## config.mk

```make
export PLATFORM = sky130hd
export DESIGN_NAME = dadc_ctrl
export DESIGN_NICKNAME = d
export VERILOG_FILES = /design/src/dadc_pkg.sv /design/src/dadc_chan.sv /design/src/dadc_ctrl.sv
export SDC_FILE = /design/constraint.sdc
export NUM_CORES = 1
export LEC_CHECK = 0
export ABC_AREA = 1
export BUFFER_PORTS_ARGS = -buffer_cell sky130_fd_sc_hd__buf_2
export CORE_ASPECT_RATIO = 1.25
export CORE_MARGIN = 2
export CORE_UTILIZATION = 45
export CTS_BUF_LIST = sky130_fd_sc_hd__clkbuf_4 sky130_fd_sc_hd__clkbuf_8
export DETAILED_ROUTE_END_ITERATION = 8
export PLACE_DENSITY = 0.68
export SKIP_CTS_REPAIR_TIMING = 1
export SYNTH_ARGS = -nofsm -noshare
export SYNTH_HDL_FRONTEND = slang
export SYNTH_HIERARCHICAL = 1
export SYNTH_SLANG_ARGS = --single-unit
```

## constraint.sdc

```tcl
create_clock -name i_ref_clk -period 1.4 [get_ports i_ref_clk]
set_clock_uncertainty 0.15 [all_clocks]
set_input_delay 0.14 -clock i_ref_clk [delete_from_list [all_inputs] [get_ports i_ref_clk]]
set_output_delay 0.14 -clock i_ref_clk [all_outputs]
set_load 0.01 [all_outputs]
```

## src/dadc_pkg.sv

```systemverilog
// constants, register map and shared types of the dual converter output control
package dadc_pkg;

  // ****************************************************************
  // converter geometry
  // ****************************************************************
  localparam int          DATA_W        = 14;
  localparam int          PIPE_LAT      = 6;
  localparam logic [13:0] TWOS_FLIP     = 14'h2000;

  // ****************************************************************
  // register map, byte addresses
  // ****************************************************************
  localparam int          ADDR_W        = 12;
  localparam logic [11:0] ADDR_CTRL     = 12'h000;
  localparam logic [11:0] ADDR_STATUS   = 12'h004;
  localparam logic [11:0] ADDR_IRQ_STAT = 12'h008;
  localparam logic [11:0] ADDR_IRQ_MASK = 12'h00C;
  localparam logic [11:0] ADDR_DATA_A   = 12'h010;
  localparam logic [11:0] ADDR_DATA_B   = 12'h014;

  // ****************************************************************
  // control register fields
  // ****************************************************************
  localparam int          CTRL_SWAP     = 0;
  localparam int          CTRL_ILEAVE   = 1;
  localparam int          CTRL_PD_A     = 2;
  localparam int          CTRL_OEN_A    = 3;
  localparam int          CTRL_PD_B     = 4;
  localparam int          CTRL_OEN_B    = 5;
  localparam int          CTRL_MODE_LO  = 6;
  localparam int          CTRL_W        = 8;
  localparam logic [7:0]  CTRL_RST      = 8'h01;

  // ****************************************************************
  // status, interrupt and data readback fields
  // ****************************************************************
  localparam int          STAT_PWR_A    = 0;
  localparam int          STAT_PWR_B    = 2;
  localparam int          STAT_TWOS     = 4;
  localparam int          STAT_DCS      = 5;
  localparam int          IRQ_W         = 2;
  localparam int          IRQ_OVR_A     = 0;
  localparam int          IRQ_OVR_B     = 1;
  localparam logic [1:0]  IRQ_MASK_RST  = 2'h0;
  localparam int          DATA_OVR      = 14;

  // ****************************************************************
  // bus answers
  // ****************************************************************
  localparam logic [1:0]  RESP_OKAY     = 2'h0;
  localparam logic [1:0]  RESP_SLVERR   = 2'h2;

  // ****************************************************************
  // types
  // ****************************************************************
  typedef struct packed {
    logic              over;
    logic [13:0]       data;
  } dadc_word_s;

  typedef enum logic [1:0] {
    DADC_RUN,
    DADC_RUN_HIZ,
    DADC_NAP,
    DADC_SLEEP
  } dadc_pwr_e;

endpackage

```

## src/dadc_chan.sv

```systemverilog
// one converter channel: sample clock pickup, six-deep pipeline, format and power state
`timescale 1ns/1ps
module dadc_chan
  import dadc_pkg::*;
(
  // clock and reset
  input  wire logic        i_ref_clk,
  input  wire logic        i_rst_b,
  // channel pins
  input  wire logic        i_sample_clock,
  input  wire logic [13:0] i_conv_code,
  input  wire logic        i_conv_over,
  // control
  input  wire logic        i_power_down_select,
  input  wire logic        i_output_enable_n,
  input  wire logic        i_twos,
  // result
  output dadc_word_s       o_res,
  output logic             o_res_stb,
  output logic             o_drive,
  output logic             o_clk_lvl,
  output dadc_pwr_e        o_pwr
);

  // ****************************************************************
  // sample clock pickup
  // ****************************************************************
  logic       clk_s1_q;
  logic       clk_s2_q;
  logic       clk_s3_q;
  logic       rise_w;
  logic       convert_w;
  dadc_pwr_e  pwr_w;
  dadc_word_s pipe_q [0:PIPE_LAT-1];
  dadc_word_s res_q;
  dadc_word_s res_d;
  logic       stb_q;

  always_ff @(posedge i_ref_clk or negedge i_rst_b) begin
    if (!i_rst_b) begin
      clk_s1_q <= 1'b0;
      clk_s2_q <= 1'b0;
      clk_s3_q <= 1'b0;
    end else begin
      clk_s1_q <= i_sample_clock;
      clk_s2_q <= clk_s1_q;
      clk_s3_q <= clk_s2_q;
    end
  end

  // sample instant is the low-to-high transition only
  assign rise_w = clk_s2_q & ~clk_s3_q;

  // ****************************************************************
  // power state
  // ****************************************************************
  assign pwr_w = i_power_down_select ? (i_output_enable_n ? DADC_SLEEP : DADC_NAP)
                                     : (i_output_enable_n ? DADC_RUN_HIZ : DADC_RUN);
  assign convert_w = ~i_power_down_select;
  assign o_drive   = (pwr_w == DADC_RUN);

  // ****************************************************************
  // pipeline
  // ****************************************************************
  // sleep empties the pipe, nap only freezes it
  always_ff @(posedge i_ref_clk or negedge i_rst_b) begin
    if (!i_rst_b) begin
      for (int i = 0; i < PIPE_LAT; i++) begin
        pipe_q[i] <= '0;
      end
    end else if (pwr_w == DADC_SLEEP) begin
      for (int i = 0; i < PIPE_LAT; i++) begin
        pipe_q[i] <= '0;
      end
    end else if (rise_w && convert_w) begin
      pipe_q[0] <= '{over: i_conv_over, data: i_conv_code};
      for (int i = 1; i < PIPE_LAT; i++) begin
        pipe_q[i] <= pipe_q[i-1];
      end
    end
  end

  // sixth edge after capture moves the word out
  assign res_d = '{over: pipe_q[PIPE_LAT-1].over,
                   data: pipe_q[PIPE_LAT-1].data ^ (i_twos ? TWOS_FLIP : 14'h0000)};

  always_ff @(posedge i_ref_clk or negedge i_rst_b) begin
    if (!i_rst_b) begin
      res_q <= '0;
      stb_q <= 1'b0;
    end else begin
      stb_q <= rise_w & convert_w;
      if (rise_w && convert_w) begin
        res_q <= res_d;
      end
    end
  end

  assign o_res     = res_q;
  assign o_res_stb = stb_q;
  assign o_clk_lvl = clk_s2_q;
  assign o_pwr     = pwr_w;

endmodule

```

## src/dadc_ctrl.sv

```systemverilog
// top of the dual converter output control: register slave, bus steering, interrupt
//
// How it works
// each channel samples on its own clock rising edge, channels independent
// swap select high: channel A on bus A, channel B on bus B
// swap select low: buses exchanged, A on bus B, B on bus A
// interleaving needs swap select and both clocks from one signal
// power down low, enable low: convert and drive outputs
// power down low, enable high: convert, outputs high impedance
// power down high, enable low: nap, outputs high impedance
// power down high, enable high: sleep, outputs high impedance
// mode selects offset binary or two's complement and stabiliser on or off
// format and stabiliser are one setting shared by both channels
// over-range flag high when input went beyond full scale either way
// result is 14 bits wide, bit 13 most significant
// result appears six sample clocks after its sample
// input tracked while clock low, frozen at rising edge
// word and flag update once per sample clock, stable between
//
// The implementer's own choices: register access over AXI4-Lite and the register addresses.
`timescale 1ns/1ps
module dadc_ctrl
  import dadc_pkg::*;
(
  // clock and reset
  input  wire logic        i_ref_clk,
  input  wire logic        i_rst_b,
  // axi4-lite write address
  input  wire logic [11:0] i_s_axi_awaddr,
  input  wire logic [2:0]  i_s_axi_awprot,
  input  wire logic        i_s_axi_awvalid,
  output logic             o_s_axi_awready,
  // axi4-lite write data
  input  wire logic [31:0] i_s_axi_wdata,
  input  wire logic [3:0]  i_s_axi_wstrb,
  input  wire logic        i_s_axi_wvalid,
  output logic             o_s_axi_wready,
  // axi4-lite write response
  output logic [1:0]       o_s_axi_bresp,
  output logic             o_s_axi_bvalid,
  input  wire logic        i_s_axi_bready,
  // axi4-lite read address
  input  wire logic [11:0] i_s_axi_araddr,
  input  wire logic [2:0]  i_s_axi_arprot,
  input  wire logic        i_s_axi_arvalid,
  output logic             o_s_axi_arready,
  // axi4-lite read data
  output logic [31:0]      o_s_axi_rdata,
  output logic [1:0]       o_s_axi_rresp,
  output logic             o_s_axi_rvalid,
  input  wire logic        i_s_axi_rready,
  // channel a converter side
  input  wire logic        i_chan_a_sample_clock,
  input  wire logic [13:0] i_chan_a_conv_code,
  input  wire logic        i_chan_a_conv_over,
  // channel b converter side
  input  wire logic        i_chan_b_sample_clock,
  input  wire logic [13:0] i_chan_b_conv_code,
  input  wire logic        i_chan_b_conv_over,
  // output bus a
  output logic [13:0]      o_bus_a_data,
  output logic             o_bus_a_over_range,
  output logic             o_bus_a_oe,
  // output bus b
  output logic [13:0]      o_bus_b_data,
  output logic             o_bus_b_over_range,
  output logic             o_bus_b_oe,
  // shared settings and interrupt
  output logic             o_duty_stabiliser_en,
  output logic             o_irq
);

  // ****************************************************************
  // declarations
  // ****************************************************************
  logic [7:0]   ctrl_q;
  logic [7:0]   ctrl_d;
  logic [1:0]   mask_q;
  logic [1:0]   mask_d;
  logic [1:0]   irq_q;
  logic [1:0]   irq_d;

  logic         aw_got_q;
  logic [11:0]  aw_addr_q;
  logic         w_got_q;
  logic [31:0]  w_data_q;
  logic [3:0]   w_strb_q;
  logic         bvalid_q;
  logic [1:0]   bresp_q;
  logic         rvalid_q;
  logic [31:0]  rdata_q;
  logic [1:0]   rresp_q;

  logic         aw_take_w;
  logic         w_take_w;
  logic         ar_take_w;
  logic         do_write_w;
  logic         wr_ctrl_w;
  logic         wr_mask_w;
  logic         wr_hit_w;
  logic         rd_hit_w;
  logic [31:0]  rd_data_w;
  logic         rd_clr_w;
  logic [1:0]   event_w;

  logic [1:0]   mode_w;
  logic         twos_w;
  logic         dcs_w;
  logic         swap_w;

  dadc_word_s   res_a_w;
  dadc_word_s   res_b_w;
  logic         stb_a_w;
  logic         stb_b_w;
  logic         drive_a_w;
  logic         drive_b_w;
  logic         clk_a_lvl_w;
  dadc_pwr_e    pwr_a_w;
  dadc_pwr_e    pwr_b_w;

  dadc_word_s   bus_a_d;
  dadc_word_s   bus_b_d;
  dadc_word_s   bus_a_q;
  dadc_word_s   bus_b_q;
  logic         bus_a_oe_q;
  logic         bus_b_oe_q;

  // ****************************************************************
  // shared format and stabiliser setting
  // ****************************************************************
  assign mode_w = ctrl_q[CTRL_MODE_LO +: 2];
  // one mode field feeds both channels, no per-channel override
  assign twos_w = mode_w[1];
  assign dcs_w  = mode_w[1] ^ mode_w[0];

  // ****************************************************************
  // channels
  // ****************************************************************
  dadc_chan u_chan_a (
    .i_ref_clk           (i_ref_clk),
    .i_rst_b             (i_rst_b),
    .i_sample_clock      (i_chan_a_sample_clock),
    .i_conv_code         (i_chan_a_conv_code),
    .i_conv_over         (i_chan_a_conv_over),
    .i_power_down_select (ctrl_q[CTRL_PD_A]),
    .i_output_enable_n   (ctrl_q[CTRL_OEN_A]),
    .i_twos              (twos_w),
    .o_res               (res_a_w),
    .o_res_stb           (stb_a_w),
    .o_drive             (drive_a_w),
    .o_clk_lvl           (clk_a_lvl_w),
    .o_pwr               (pwr_a_w)
  );

  dadc_chan u_chan_b (
    .i_ref_clk           (i_ref_clk),
    .i_rst_b             (i_rst_b),
    .i_sample_clock      (i_chan_b_sample_clock),
    .i_conv_code         (i_chan_b_conv_code),
    .i_conv_over         (i_chan_b_conv_over),
    .i_power_down_select (ctrl_q[CTRL_PD_B]),
    .i_output_enable_n   (ctrl_q[CTRL_OEN_B]),
    .i_twos              (twos_w),
    .o_res               (res_b_w),
    .o_res_stb           (stb_b_w),
    .o_drive             (drive_b_w),
    .o_clk_lvl           (),
    .o_pwr               (pwr_b_w)
  );

  // ****************************************************************
  // bus steering
  // ****************************************************************
  // interleave lets the channel a clock level act as the select;
  // only meaningful when both clocks share one source
  assign swap_w = ctrl_q[CTRL_ILEAVE] ? clk_a_lvl_w : ctrl_q[CTRL_SWAP];

  assign bus_a_d = swap_w ? res_a_w : res_b_w;
  assign bus_b_d = swap_w ? res_b_w : res_a_w;

  always_ff @(posedge i_ref_clk or negedge i_rst_b) begin
    if (!i_rst_b) begin
      bus_a_q    <= '0;
      bus_b_q    <= '0;
      bus_a_oe_q <= 1'b0;
      bus_b_oe_q <= 1'b0;
    end else begin
      bus_a_q    <= bus_a_d;
      bus_b_q    <= bus_b_d;
      bus_a_oe_q <= swap_w ? drive_a_w : drive_b_w;
      bus_b_oe_q <= swap_w ? drive_b_w : drive_a_w;
    end
  end

  assign o_bus_a_data         = bus_a_q.data;
  assign o_bus_a_over_range   = bus_a_q.over;
  assign o_bus_a_oe           = bus_a_oe_q;
  assign o_bus_b_data         = bus_b_q.data;
  assign o_bus_b_over_range   = bus_b_q.over;
  assign o_bus_b_oe           = bus_b_oe_q;
  assign o_duty_stabiliser_en = dcs_w;

  // ****************************************************************
  // axi4-lite write path
  // ****************************************************************
  // address and data are held until both are in; no new beat is
  // taken while a response waits, so one write is open at a time
  assign o_s_axi_awready = ~aw_got_q & ~bvalid_q;
  assign o_s_axi_wready  = ~w_got_q & ~bvalid_q;
  assign aw_take_w       = i_s_axi_awvalid & o_s_axi_awready;
  assign w_take_w        = i_s_axi_wvalid & o_s_axi_wready;
  assign do_write_w      = aw_got_q & w_got_q & ~bvalid_q;
  assign wr_ctrl_w       = do_write_w & (aw_addr_q == ADDR_CTRL);
  assign wr_mask_w       = do_write_w & (aw_addr_q == ADDR_IRQ_MASK);
  assign wr_hit_w        = (aw_addr_q == ADDR_CTRL) | (aw_addr_q == ADDR_IRQ_MASK);

  always_ff @(posedge i_ref_clk or negedge i_rst_b) begin
    if (!i_rst_b) begin
      aw_got_q  <= 1'b0;
      aw_addr_q <= 12'h000;
      w_got_q   <= 1'b0;
      w_data_q  <= 32'h0000_0000;
      w_strb_q  <= 4'h0;
      bvalid_q  <= 1'b0;
      bresp_q   <= RESP_OKAY;
    end else begin
      if (aw_take_w) begin
        aw_got_q  <= 1'b1;
        aw_addr_q <= {i_s_axi_awaddr[11:2], 2'b00};
      end else if (do_write_w) begin
        aw_got_q  <= 1'b0;
      end
      if (w_take_w) begin
        w_got_q  <= 1'b1;
        w_data_q <= i_s_axi_wdata;
        w_strb_q <= i_s_axi_wstrb;
      end else if (do_write_w) begin
        w_got_q  <= 1'b0;
      end
      if (do_write_w) begin
        bvalid_q <= 1'b1;
        bresp_q  <= wr_hit_w ? RESP_OKAY : RESP_SLVERR;
      end else if (i_s_axi_bready) begin
        bvalid_q <= 1'b0;
      end
    end
  end

  assign o_s_axi_bvalid = bvalid_q;
  assign o_s_axi_bresp  = bresp_q;

  // ****************************************************************
  // control and mask registers
  // ****************************************************************
  // every field lives in byte lane 0, other lanes are ignored
  assign ctrl_d = (wr_ctrl_w & w_strb_q[0]) ? w_data_q[7:0] : ctrl_q;
  assign mask_d = (wr_mask_w & w_strb_q[0]) ? w_data_q[1:0] : mask_q;

  always_ff @(posedge i_ref_clk or negedge i_rst_b) begin
    if (!i_rst_b) begin
      ctrl_q <= CTRL_RST;
      mask_q <= IRQ_MASK_RST;
    end else begin
      ctrl_q <= ctrl_d;
      mask_q <= mask_d;
    end
  end

  // ****************************************************************
  // axi4-lite read path
  // ****************************************************************
  assign o_s_axi_arready = ~rvalid_q;
  assign ar_take_w       = i_s_axi_arvalid & o_s_axi_arready;

  assign rd_hit_w = (i_s_axi_araddr[11:2] == ADDR_CTRL[11:2])
                  | (i_s_axi_araddr[11:2] == ADDR_STATUS[11:2])
                  | (i_s_axi_araddr[11:2] == ADDR_IRQ_STAT[11:2])
                  | (i_s_axi_araddr[11:2] == ADDR_IRQ_MASK[11:2])
                  | (i_s_axi_araddr[11:2] == ADDR_DATA_A[11:2])
                  | (i_s_axi_araddr[11:2] == ADDR_DATA_B[11:2]);

  assign rd_data_w =
    (i_s_axi_araddr[11:2] == ADDR_CTRL[11:2])     ? {24'h000000, ctrl_q} :
    (i_s_axi_araddr[11:2] == ADDR_STATUS[11:2])   ? {26'h0000000, dcs_w, twos_w, pwr_b_w, pwr_a_w} :
    (i_s_axi_araddr[11:2] == ADDR_IRQ_STAT[11:2]) ? {30'h00000000, irq_q} :
    (i_s_axi_araddr[11:2] == ADDR_IRQ_MASK[11:2]) ? {30'h00000000, mask_q} :
    (i_s_axi_araddr[11:2] == ADDR_DATA_A[11:2])   ? {17'h00000, res_a_w} :
    (i_s_axi_araddr[11:2] == ADDR_DATA_B[11:2])   ? {17'h00000, res_b_w} :
                                                    32'h0000_0000;

  always_ff @(posedge i_ref_clk or negedge i_rst_b) begin
    if (!i_rst_b) begin
      rvalid_q <= 1'b0;
      rdata_q  <= 32'h0000_0000;
      rresp_q  <= RESP_OKAY;
    end else begin
      if (ar_take_w) begin
        rvalid_q <= 1'b1;
        rdata_q  <= rd_data_w;
        rresp_q  <= rd_hit_w ? RESP_OKAY : RESP_SLVERR;
      end else if (i_s_axi_rready) begin
        rvalid_q <= 1'b0;
      end
    end
  end

  assign o_s_axi_rvalid = rvalid_q;
  assign o_s_axi_rdata  = rdata_q;
  assign o_s_axi_rresp  = rresp_q;

  // ****************************************************************
  // interrupt
  // ****************************************************************
  // an over-range result arriving in the clearing cycle stays set
  assign rd_clr_w = ar_take_w & (i_s_axi_araddr[11:2] == ADDR_IRQ_STAT[11:2]);
  assign event_w  = {stb_b_w & res_b_w.over, stb_a_w & res_a_w.over};
  assign irq_d    = (irq_q & ~{IRQ_W{rd_clr_w}}) | event_w;

  always_ff @(posedge i_ref_clk or negedge i_rst_b) begin
    if (!i_rst_b) begin
      irq_q <= 2'h0;
    end else begin
      irq_q <= irq_d;
    end
  end

  assign o_irq = |(irq_q & mask_q);

endmodule

```

# Word level (Yosys, flattened, before mapping)
# Cells that the tools add are included.
[op_classes]
n_eq_ne = 8
n_mux = 31
reduce_logical = 13
n_bitwise = 39
[ops]
columns = ["operator", "count"]
rows = [
  ["two-way mux 90 bit", 4],
  ["two-way mux 15 bit", 8],
  ["equality test 10 x 2 -> 1 bit, second input constant", 3],
  ["bitwise XOR 14 bit", 2],
  ["equality test 10 x 3 -> 1 bit, second input constant", 2],
  ["bitwise AND 1 bit", 18],
  ["two-way mux 1 bit", 14],
  ["two-way mux 14 bit", 1],
  ["zero test 12 bit", 1],
  ["nonzero test 2 bit", 6],
  ["equality test 10 x 1 -> 1 bit, second input constant", 1],
  ["zero test 10 bit", 1],
  ["two-way mux 2 bit", 4],
  ["NOT 1 bit", 8],
  ["bitwise OR 1 bit", 6],
  ["bitwise AND 2 bit", 2],
  ["equality test 2 bit, second input constant", 2],
  ["zero test 2 bit", 2],
  ["logical AND 1 bit", 2],
  ["NOT 2 bit", 1],
  ["bitwise OR 2 bit", 1],
  ["OR reduction 2 bit", 1],
  ["bitwise XOR 1 bit", 1],
]
[totals]
reg_bits = 321
output_inout_bits = 75
input_bits = 105

# Depth between registers and ports, before layout
# Gate-level depths: netlist (run 1).
[logic_depth]
depth_word = 7
mapped_depth = 10
mapped_depth_nobuf = 10

# Hierarchy
# The synthesis (run 1) kept the hierarchy.
[modules_own_cells]
columns = ["module", "cells_each", "area_per_inst_um2", "n_inst"]
rows = [
  ["dadc_chan", 540, 4519.3, 2],
  ["dadc_ctrl", 436, 3908.7, 1],
]

# Worst setup path before layout (run 1)
# Ideal clock, no wire load.
[synth_timing]
path_type = "register -> register"
from = "reg bvalid_q (netlist: o_s_axi_bvalid)"
to = "reg ctrl_q[5]"
arrival_ns = 1.278
n_path_buf = 1
required_ns = 1.133
path_slack_ns = -0.145
path_stages_with_launch = 8
path_cell_list = "dfrtp_1 > nor3_2 > inv_2 > nor2_4 > nand4_4 > buf_6 > nand2_2 > o21ai_2"
[synth_between]
elab_chain_len = 4
[synth_lines]
columns = ["element", "line", "source"]
rows = [
  ["start: declaration", "dadc_ctrl.sv:88", "logic bvalid_q;"],
  ["start signal: assignment", "dadc_ctrl.sv:224", "bvalid_q <= 1'b0;"],
  ["start signal: assignment", "dadc_ctrl.sv:241", "bvalid_q <= 1'b1;"],
  ["start signal: assignment", "dadc_ctrl.sv:244", "bvalid_q <= 1'b0;"],
  ["NOT 1 bit", "dadc_ctrl.sv:212", "assign do_write_w = aw_got_q & w_got_q & ~bvalid_q;"],
  ["bitwise AND 1 bit", "dadc_ctrl.sv:212", ""],
  ["bitwise AND 1 bit", "dadc_ctrl.sv:213", "assign wr_ctrl_w = do_write_w & (aw_addr_q == ADDR_CTRL);"],
  ["bitwise AND 1 bit", "dadc_ctrl.sv:256", "assign ctrl_d = (wr_ctrl_w & w_strb_q[0]) ? w_data_q[7:0] : ctrl_q;"],
  ["end signal: assignment", "dadc_ctrl.sv:264", "ctrl_q <= ctrl_d;"],
  ["end: declaration", "dadc_ctrl.sv:76", "logic [7:0] ctrl_q;"],
]
# Every way passes these cells.
# A chain may end at the register's enable or synchronous reset.

# Worst setup path in the final report (run 1)
[layout_timing]
from = "reg ctrl_q[6]"
to = "out o_duty_stabiliser_en"
[layout_between]
elab_chain_len = 1
[layout_lines]
columns = ["element", "line", "source"]
rows = [
  ["bitwise XOR 1 bit", "dadc_ctrl.sv:134", "assign dcs_w = mode_w[1] ^ mode_w[0];"],
  ["end: declaration", "dadc_ctrl.sv:69", "output logic o_duty_stabiliser_en,"],
]
# Every way passes these cells.

==> results.yml, run 1 <==
detailed_routing:
  wl_per_cell_um: 16.2
  drtPass1Iterations: 5
  drc: 0
  drtIter0Drc: 676
  via_count: 11300
  postRouteAntennaNets: 0
  drt-total-wl_mm: 35.5
  via_per_inst: 5.13
power_and_ir_drop:
  p_leak_nw: 10.0
  ir_drop_mv: 0.867
  powerDensity_nw_per_um2: 1660
clock_tree:
  root_buffer: "clkbuf_8"
  htree_levels: 2
  cts_tree: "built"
  insertion_delay_ns: 0.57
  cts_buffer_depth: 3
  path_clk_slew_ns: 0.06
  cts_buffers: 47
  clock_sinks: 302
placed_design:
  place.gp.congestion: 0.836
  dpl.cell_count: 1966
  io_buffers: 123
  dp_hpwl_mm: 17.4
  place_ws_ns: -0.209
  post_dp_cell_area_um2: 14300
critical_path:
  r2r-end: "ctrl_q[4]"
  criticalPathCategory: "reg -> out"
  cp_max_fo: 3
  reg2reg_from: "w_got_q"
  crit_buf_inv: 1
  crit_chain: "xor2_1, buf_2"
  r2r_setup_slack_ns: -0.20
  r2r_cells: 8
  slowest_delay_ns: 0.40
  cp-end-kind: "output pin"
  critPathRequiredTime_ns: 1.11
  cpMaxStageDelayCell: "dfrtp_1"
  start_kind: "flop"
  cp_top_family: "flip-flops"
  arrival_ns: 1.33
synthesis:
  yosys_register_bits: 302
  synth_seq_area_share_pct: 58.4
  synth-edff-count: 0
  synth_ff_type: "dfrtp_1"
  syn_area_um2: 12900
  async_reset_ff_share_pct: 100
  ys_warn_count: 6
  netlist_instances: 1516
  avgSynthCellArea_um2: 8.54
  yosysUniqueCellTypes: 37
floorplanning:
  core_um2: 28400
  die_w_um: 156
  die_h_um: 194
  die_area_um2: 30200
  io-pin-count: 180
  rows: 69
  start_util_pct: 45.6
timing:
  period_minus_slack_ns: 1.62
  hold_violations: 2
  rsz0062_at_grt: "true"
  min_period_over_period_pct: 116
  whs_ns: -0.0320
  max-slew-margin-rel_pct: 50.0
  worst_pin_slew_ns: 0.748
  fmax_mhz: 618
  setup_viol_count_final: 241
  slew_violations: 0
  final.setup.worst_slack_ns: -0.218
final_layout:
  insertedDiodeCount: 0
  utilization_pct: 65.4
  final_net_count: 1911
  final_cell_mix: "nand2_1 (434), dfrtp_1 (298), inv_1 (136)"
  areaGrowthSynthToFinish_pct: 43.5
  final_cells: 2194
  nFillCells: 2016
  final_area_um2: 18600
  drive_gt1_share_pct: 36.5
  final_common_cell: "nand2_1"
hold_path:
  holdPathStages: 6
  hold_class: "in -> reg"
  hold_path.startpoint: "i_s_axi_araddr[5]"
  hold_end: "o_s_axi_rdata[0]"
run_status:
  failed_checks: "negative hold slack, negative setup slack"
  outcome: "finished with violations"
global_routing:
  grt_first_pass_wirelength_mm: 45.3
  grt_pass1_vias: 9435
  grt_max_degree: 68
  grt_overflow_total: 0
  track_usage_pct: 18.0
  antenna_found_initial: 0
run:
  drv_cap: 0
[metrics by stage]
stage          setup TNS [ns]  power [mW]
2_1_floorplan          -0.687        16.5
3_3_place_gp            -6.60        18.6
3_5_place_dp            -9.01        18.8
4_1_cts                -12.96        27.2
6_report               -17.54        30.9
5_1_grt                -29.30        32.5
[worst max-delay path by stage]
stage | from | to | cells after the start
2_1_floorplan | aw_addr_q[2] | ctrl_q[5] | 6
3_3_place_gp | aw_addr_q[5] | mask_q[0] | 5
3_5_place_dp | aw_addr_q[5] | mask_q[0] | 5
4_1_cts | mask_q[0] | o_irq | 3
5_1_grt | i_rst_b | u_chan_b/pipe_q[9] | 3
6_report | ctrl_q[6] | o_duty_stabiliser_en | 2
[routing by layer]
metal / GRT usage, % / wire length (um) / vias up
met2: 29.7 / 18500 / 386
met1: 24.1 / 13900 / 5493
li1: - / - / 5272
met5: 0 / 0 / -
met4: 6.39 / 1410 / 0
met3: 2.93 / 1780 / 112
[state kept, by name, indices dropped and copies added, names as in the netlist, 2 cells and up]
register and count:
u_chan_a/pipe_q 90, u_chan_b/o_res 15, o_bus_a_data 14, w_data_q 8, o_bus_b_data 14, aw_addr_q 10, u_chan_a/o_res 15, irq_q 2
o_s_axi_rdata 15, mask_q 2, ctrl_q 8, u_chan_b/pipe_q 90
[cell usage after synthesis (5+ instances only)]
| cell type | count | area [um^2] |
|---|---|---|
| nand2_1 | 593 | 2230 |
| dfrtp_1 | 301 | 7530 |
| nand3_1 | 198 | 991 |
| inv_1 | 151 | 567 |
| nor2_1 | 41 | 154 |
| o21ai_0 | 38 | 190 |
| buf_4 | 36 | 270 |
| buf_2 | 34 | 170 |
| clkbuf_1 | 31 | 116 |
| o22ai_1 | 13 | 81.3 |
| a21oi_1 | 12 | 60.1 |
| mux2_2 | 10 | 113 |
| o21ai_2 | 9 | 78.8 |
| inv_2 | 5 | 18.8 |
| nand2_2 | 5 | 31.3 |
[power breakdown]
group	internal, mW	switching (mW)	total [mW]
combinational	4.46	5.43	9.88
sequential	11.0	1.64	12.6
clock	4.90	3.46	8.36
total	20.3	10.5	30.9
[worst min-delay path, stage by stage]
cell and delay [ns]:
buf_2 0.09, nor2_1 0.05, nand4_1 0.19, o31ai_1 0.09, inv_1 0.05, nand2_1 0.05
[layout make-up]
class | instances | area [um^2] | share of cell area [%]
clock buffer | 68 | 867 | 4.67
clock inverter | 14 | 200 | 1.08
inverter | 157 | 599 | 3.23
multi-input combinational | 974 | 5500 | 29.6
sequential | 302 | 7560 | 40.7
tap | 355 | 444 | 2.39
timing repair buffer | 324 | 3410 | 18.3
[logic make-up (layout without fill, tap and decap cells)]
logic type             after synthesis  in the layout  share of synthesized area (%)
buffers and inverters              260            563                           9.03
other                                1             19                         0.0290
AND/OR/NAND/NOR                    860            862                           27.9
multiplexers                        10             10                          0.870
XOR/XNOR                             1              1                         0.0677
AO/OA/AOI/OAI                       82             82                           3.71
flip-flops                         302            302                           58.4
No activity file was read; power rests on OpenSTA's default activity.
==> run 2: changes to the inputs <==
- CORE_UTILIZATION: 45 -> 25
- PLACE_DENSITY: 0.68 -> not set
==> run 2 against run 1 <==
  * The run still ends with negative hold slack, negative setup slack left
  * Register-to-register slack barely moved
  * Non-clock buffer count rose by 30
  * Worst setup slack got worse by 0.014 ns
  * Via count fell by 0.36%
  * Sequential power barely moved
  * Count of clock-buffer cells in the layout rose by 11
  * Power rose by 5.1%
  * Sequential cell count did not move
  * Fmax fell by 0.86%
  * Final cell count rose by 16%
  * Global-route usage fell by 7.0 points
  * Clock power rose by 2%
==> results.yml, run 2 (same netlist as run 1, synthesis figures left out) <==
global_routing:
  antenna_found_initial: 2
  grt_first_pass_wirelength_mm: 49.7
  grt_max_degree: 75
  track_usage_pct: 11.0
  grt_pass1_vias: 9971
  grt_overflow_total: 0
final_layout:
  final_area_um2: 20200
  final_cells: 2540
  final_common_cell: "nand2_1"
  areaGrowthSynthToFinish_pct: 55.8
  final_net_count: 1942
  drive_gt1_share_pct: 43.8
  final_cell_mix: "nand2_1 (397), dfrtp_1 (297), nand3_2 (125)"
  top_regs: "u_chan_a/pipe_q: 90 flops, u_chan_b/pipe_q: 90 flops"
  nFillCells: 4876
hold_path:
  hold_class: "in -> async"
placed_design:
  place.gp.congestion: 0.788
  dpl.cell_count: 2293
  dp_hpwl_mm: 20.3
  post_dp_cell_area_um2: 14800
  io_buffers: 123
power_and_ir_drop:
  power_mw: 32.5
  powerDensity_nw_per_um2: 1610
  ir_drop_mv: 0.631
  p_leak_nw: 10.5
timing:
  slew_violations: 0
  fmax_mhz: 613
  rsz0062_at_grt: "true"
  setup_viol_count_final: 282
  tns_ns: -18.57
  final.setup.worst_slack_ns: -0.232
  hold_violations: 23
  min_period_over_period_pct: 117
  period_minus_slack_ns: 1.63
  whs_ns: -0.131
critical_path:
  cp-end-kind: "output pin"
  crit_chain: "xor2_2, buf_2"
  critPathRequiredTime_ns: 1.11
  cpMaxStageDelayCell: "dfrtp_1"
  start_kind: "flop"
  cp_max_fo: 2
  slowest_delay_ns: 0.40
  arrival_ns: 1.34
  criticalPathCategory: "reg -> out"
  r2r_setup_slack_ns: -0.20
  r2r_cells: 6
clock_tree:
  cts_buffers: 50
  root_buffer: "clkbuf_8"
  cts_tree: "built"
  clock_sinks: 302
  path_clk_slew_ns: 0.06
  insertion_delay_ns: 0.61
  cts_buffer_depth: 3
  htree_levels: 2
detailed_routing:
  postRouteAntennaNets: 0
  drc: 0
  via_per_inst: 4.42
  drtIter0Drc: 680
  wl_per_cell_um: 15.1
  via_count: 11200
  drtPass1Iterations: 6
  drt-total-wl_mm: 38.4
run_status:
  outcome: "finished with violations"
  failed_checks: "negative hold slack, negative setup slack"
floorplanning:
  rows: 93
  core_um2: 51300
  die_w_um: 208
  die_h_um: 258
  start_util_pct: 25.2
  die_area_um2: 53600
  io-pin-count: 180
run:
  drv_cap: 0
run 2: changes by cell type in the layout (fill, tap and decap cells not counted), sizes merged, moves of 2 or more:
| cell | before | now |
|---|---|---|
| buf | 232 | 248 |
| bufinv | 5 | 2 |
| clkbuf | 99 | 123 |
| clkinv | 7 | 5 |
run 2: layout make-up:
class | count | area [um^2] | area share (%)
Clock buffer | 79 | 981 | 4.86
Timing Repair Buffer | 354 | 4010 | 19.9
Multi-Input combinational cell | 972 | 6060 | 30.0
Sequential cell | 302 | 7560 | 37.5
Tap cell | 665 | 832 | 4.13
Antenna cell | 1 | 2.50 | 0.0124
Inverter | 157 | 592 | 2.93
Clock inverter | 10 | 130 | 0.645
run 2: path summary, 6_finish.rpt:
kind                                   start              endpoint
min in group i_ref_clk     i_s_axi_araddr[2]      o_s_axi_rdata[0]
hold reg to reg            u_chan_b/clk_s1_q    u_chan_b/o_clk_lvl
setup reg to reg                aw_addr_q[5]             ctrl_q[7]
setup / recovery                   ctrl_q[6]  o_duty_stabiliser_en
max in group asynchronous            i_rst_b   u_chan_a/pipe_q[78]
hold / removal                       i_rst_b    u_chan_a/pipe_q[6]
run 2: worst max-delay path: cells and delay by family, from the launching register on:
family | cells | cell delay, ns
buf+inv | 1 | 0.14
flops | 1 | 0.40
xor+xnor | 1 | 0.18
run 2: through the flow:
stage	utilization, %	worst slack (ns)	hold slack [ns]
CTS	31.0	-0.340	-0.790
floorplan	-	-0.105	-0.306
global placement	28.8	-0.265	-0.138
finish	39.3	-0.232	-0.131
global route	39.3	-0.281	-0.109
detailed placement	28.8	-0.295	-0.137
run 2: power breakdown:
| part | switching [mW] | internal (mW) | total, mW |
|---|---|---|---|
| Clock | 3.67 | 4.83 | 8.50 |
| Sequential | 1.77 | 11.0 | 12.8 |
| Combinational | 5.92 | 5.28 | 11.2 |
| Total | 11.4 | 21.1 | 32.5 |
run 2: routing by layer:
layer | routed length (um) | global-route usage, % | vias to the layer above
li1 | - | - | 5345
met1 | 15300 | 14.1 | 5536
met2 | 20300 | 18.6 | 253
met3 | 1480 | 2.06 | 88
met4 | 1260 | 3.99 | 0
met5 | 0 | 0 | -
==> run 3: changes to the inputs <==
- HOLD_SLACK_MARGIN: not set -> 0.05
==> run 3 against run 2 <==
  * The flow still finishes with violations (negative hold slack, negative setup slack)
  * Combinational power barely moved
  * Sequential cell count did not move
  * Critical path depth did not move
  * Routed wire length fell by 0.16%
  * Clock power barely moved
  * Final cell count barely moved
  * Largest power group unchanged
==> results.yml, run 3 (same netlist as run 1, synthesis figures left out) <==
run_status:
  outcome: "finished with violations"
  failed_checks: "negative hold slack, negative setup slack"
critical_path:
  r2r_cells: 6
  critPathRequiredTime_ns: 1.11
  arrival_ns: 1.34
  reg2reg_from: "aw_addr_q[5]"
  criticalPathCategory: "reg -> out"
  cp-end-kind: "output pin"
  cp_max_fo: 2
  crit_path_start: "ctrl_q[6]"
  start_kind: "flop"
  r2r-end: "ctrl_q[7]"
  r2r_setup_slack_ns: -0.19
global_routing:
  grt_first_pass_wirelength_mm: 49.7
  grt_overflow_total: 0
  grt_pass1_vias: 9971
  track_usage_pct: 11.0
  antenna_found_initial: 2
  grt_max_degree: 75
final_layout:
  areaGrowthSynthToFinish_pct: 55.7
  top_regs: "u_chan_a/pipe_q: 90 flops, u_chan_b/pipe_q: 90 flops"
  drive_gt1_share_pct: 43.8
  final_cells: 2539
  final_area_um2: 20200
  utilization_pct: 39.3
  final_common_cell: "nand2_1"
  final_net_count: 1941
  final_cell_mix: "nand2_1 (397), dfrtp_1 (297), nand3_2 (125)"
clock_tree:
  path_clk_slew_ns: 0.06
  cts_buffers: 50
  htree_levels: 2
  insertion_delay_ns: 0.61
  cts_tree: "built"
  clock_sinks: 302
  cts_buffer_depth: 3
  root_buffer: "clkbuf_8"
floorplanning:
  io-pin-count: 180
  die_h_um: 258
  start_util_pct: 25.2
  die_area_um2: 53600
  rows: 93
  core_um2: 51300
  die_w_um: 208
detailed_routing:
  top_layer: "met4"
  via_count: 11200
  postRouteAntennaNets: 0
  drc: 0
  wl_per_cell_um: 15.1
  drt-total-wl_mm: 38.3
  met2_length_mm: 20.2
  drtIter0Drc: 751
  met1Wirelength_mm: 15.3
  wl_met3_mm: 1.52
  via_per_inst: 4.41
  drtPass1Iterations: 6
placed_design:
  place.gp.congestion: 0.788
  post_dp_cell_area_um2: 14800
  io_buffers: 123
  place_ws_ns: -0.295
  dpl.cell_count: 2293
  dp_hpwl_mm: 20.3
timing:
  whs_ns: -0.131
  fmax_mhz: 613
  period_minus_slack_ns: 1.63
  rsz0062_at_grt: "true"
  final.setup.worst_slack_ns: -0.231
  tns_ns: -19.28
  setup_viol_count_final: 293
  hold_violations: 18
  min_period_over_period_pct: 116
  slew_violations: 0
hold_path:
  hold_class: "in -> async"
power_and_ir_drop:
  ir_drop_mv: 0.626
  powerDensity_nw_per_um2: 1610
  power_mw: 32.4
  p_leak_nw: 10.5
run:
  drv_cap: 0
## run 3: cell count changes in the layout (fill, tap and decap cells not counted)
cell and change:
dlygate4sd3_1 -1
## run 3: power breakdown
part | total, mW | leakage (nW) | switching (mW) | internal (mW)
sequential | 12.8 | 3.98 | 1.77 | 11.0
combinational | 11.2 | 5.89 | 5.91 | 5.27
clock | 8.51 | 0.578 | 3.67 | 4.83
## run 3: critical path: stages (launching register included)
cell	delay [ns]
dfrtp_1	0.40
xor2_2	0.18
buf_2	0.14
## run 3: layout make-up
type                    instances  area, um^2
clock buffers                  79         981
repair buffers                353        4000
well taps                     665         832
multi-input cells             972        6060
flip-flops and latches        302        7560
clock inverters                10         130
inverters                     157         592
fillers                      4874       31200
diodes                          1        2.50
## run 3: worst max-delay path by stage
stage	endpoint	depth (start not counted)	slack (ns)
after floorplan	ctrl_q[5]	6	-0.10
after global placement	o_s_axi_rdata[3]	8	-0.27
after detailed placement	o_s_axi_rdata[3]	8	-0.29
after CTS	o_duty_stabiliser_en	2	-0.34
after global routing	o_s_axi_rdata[3]	8	-0.31
final	o_duty_stabiliser_en	2	-0.23
## run 3: metal layers
metal	vias up	GRT usage (%)
met1	5496	14.1
met4	0	3.99
met5	-	0
li1	5345	-
met2	269	18.6
met3	93	2.06
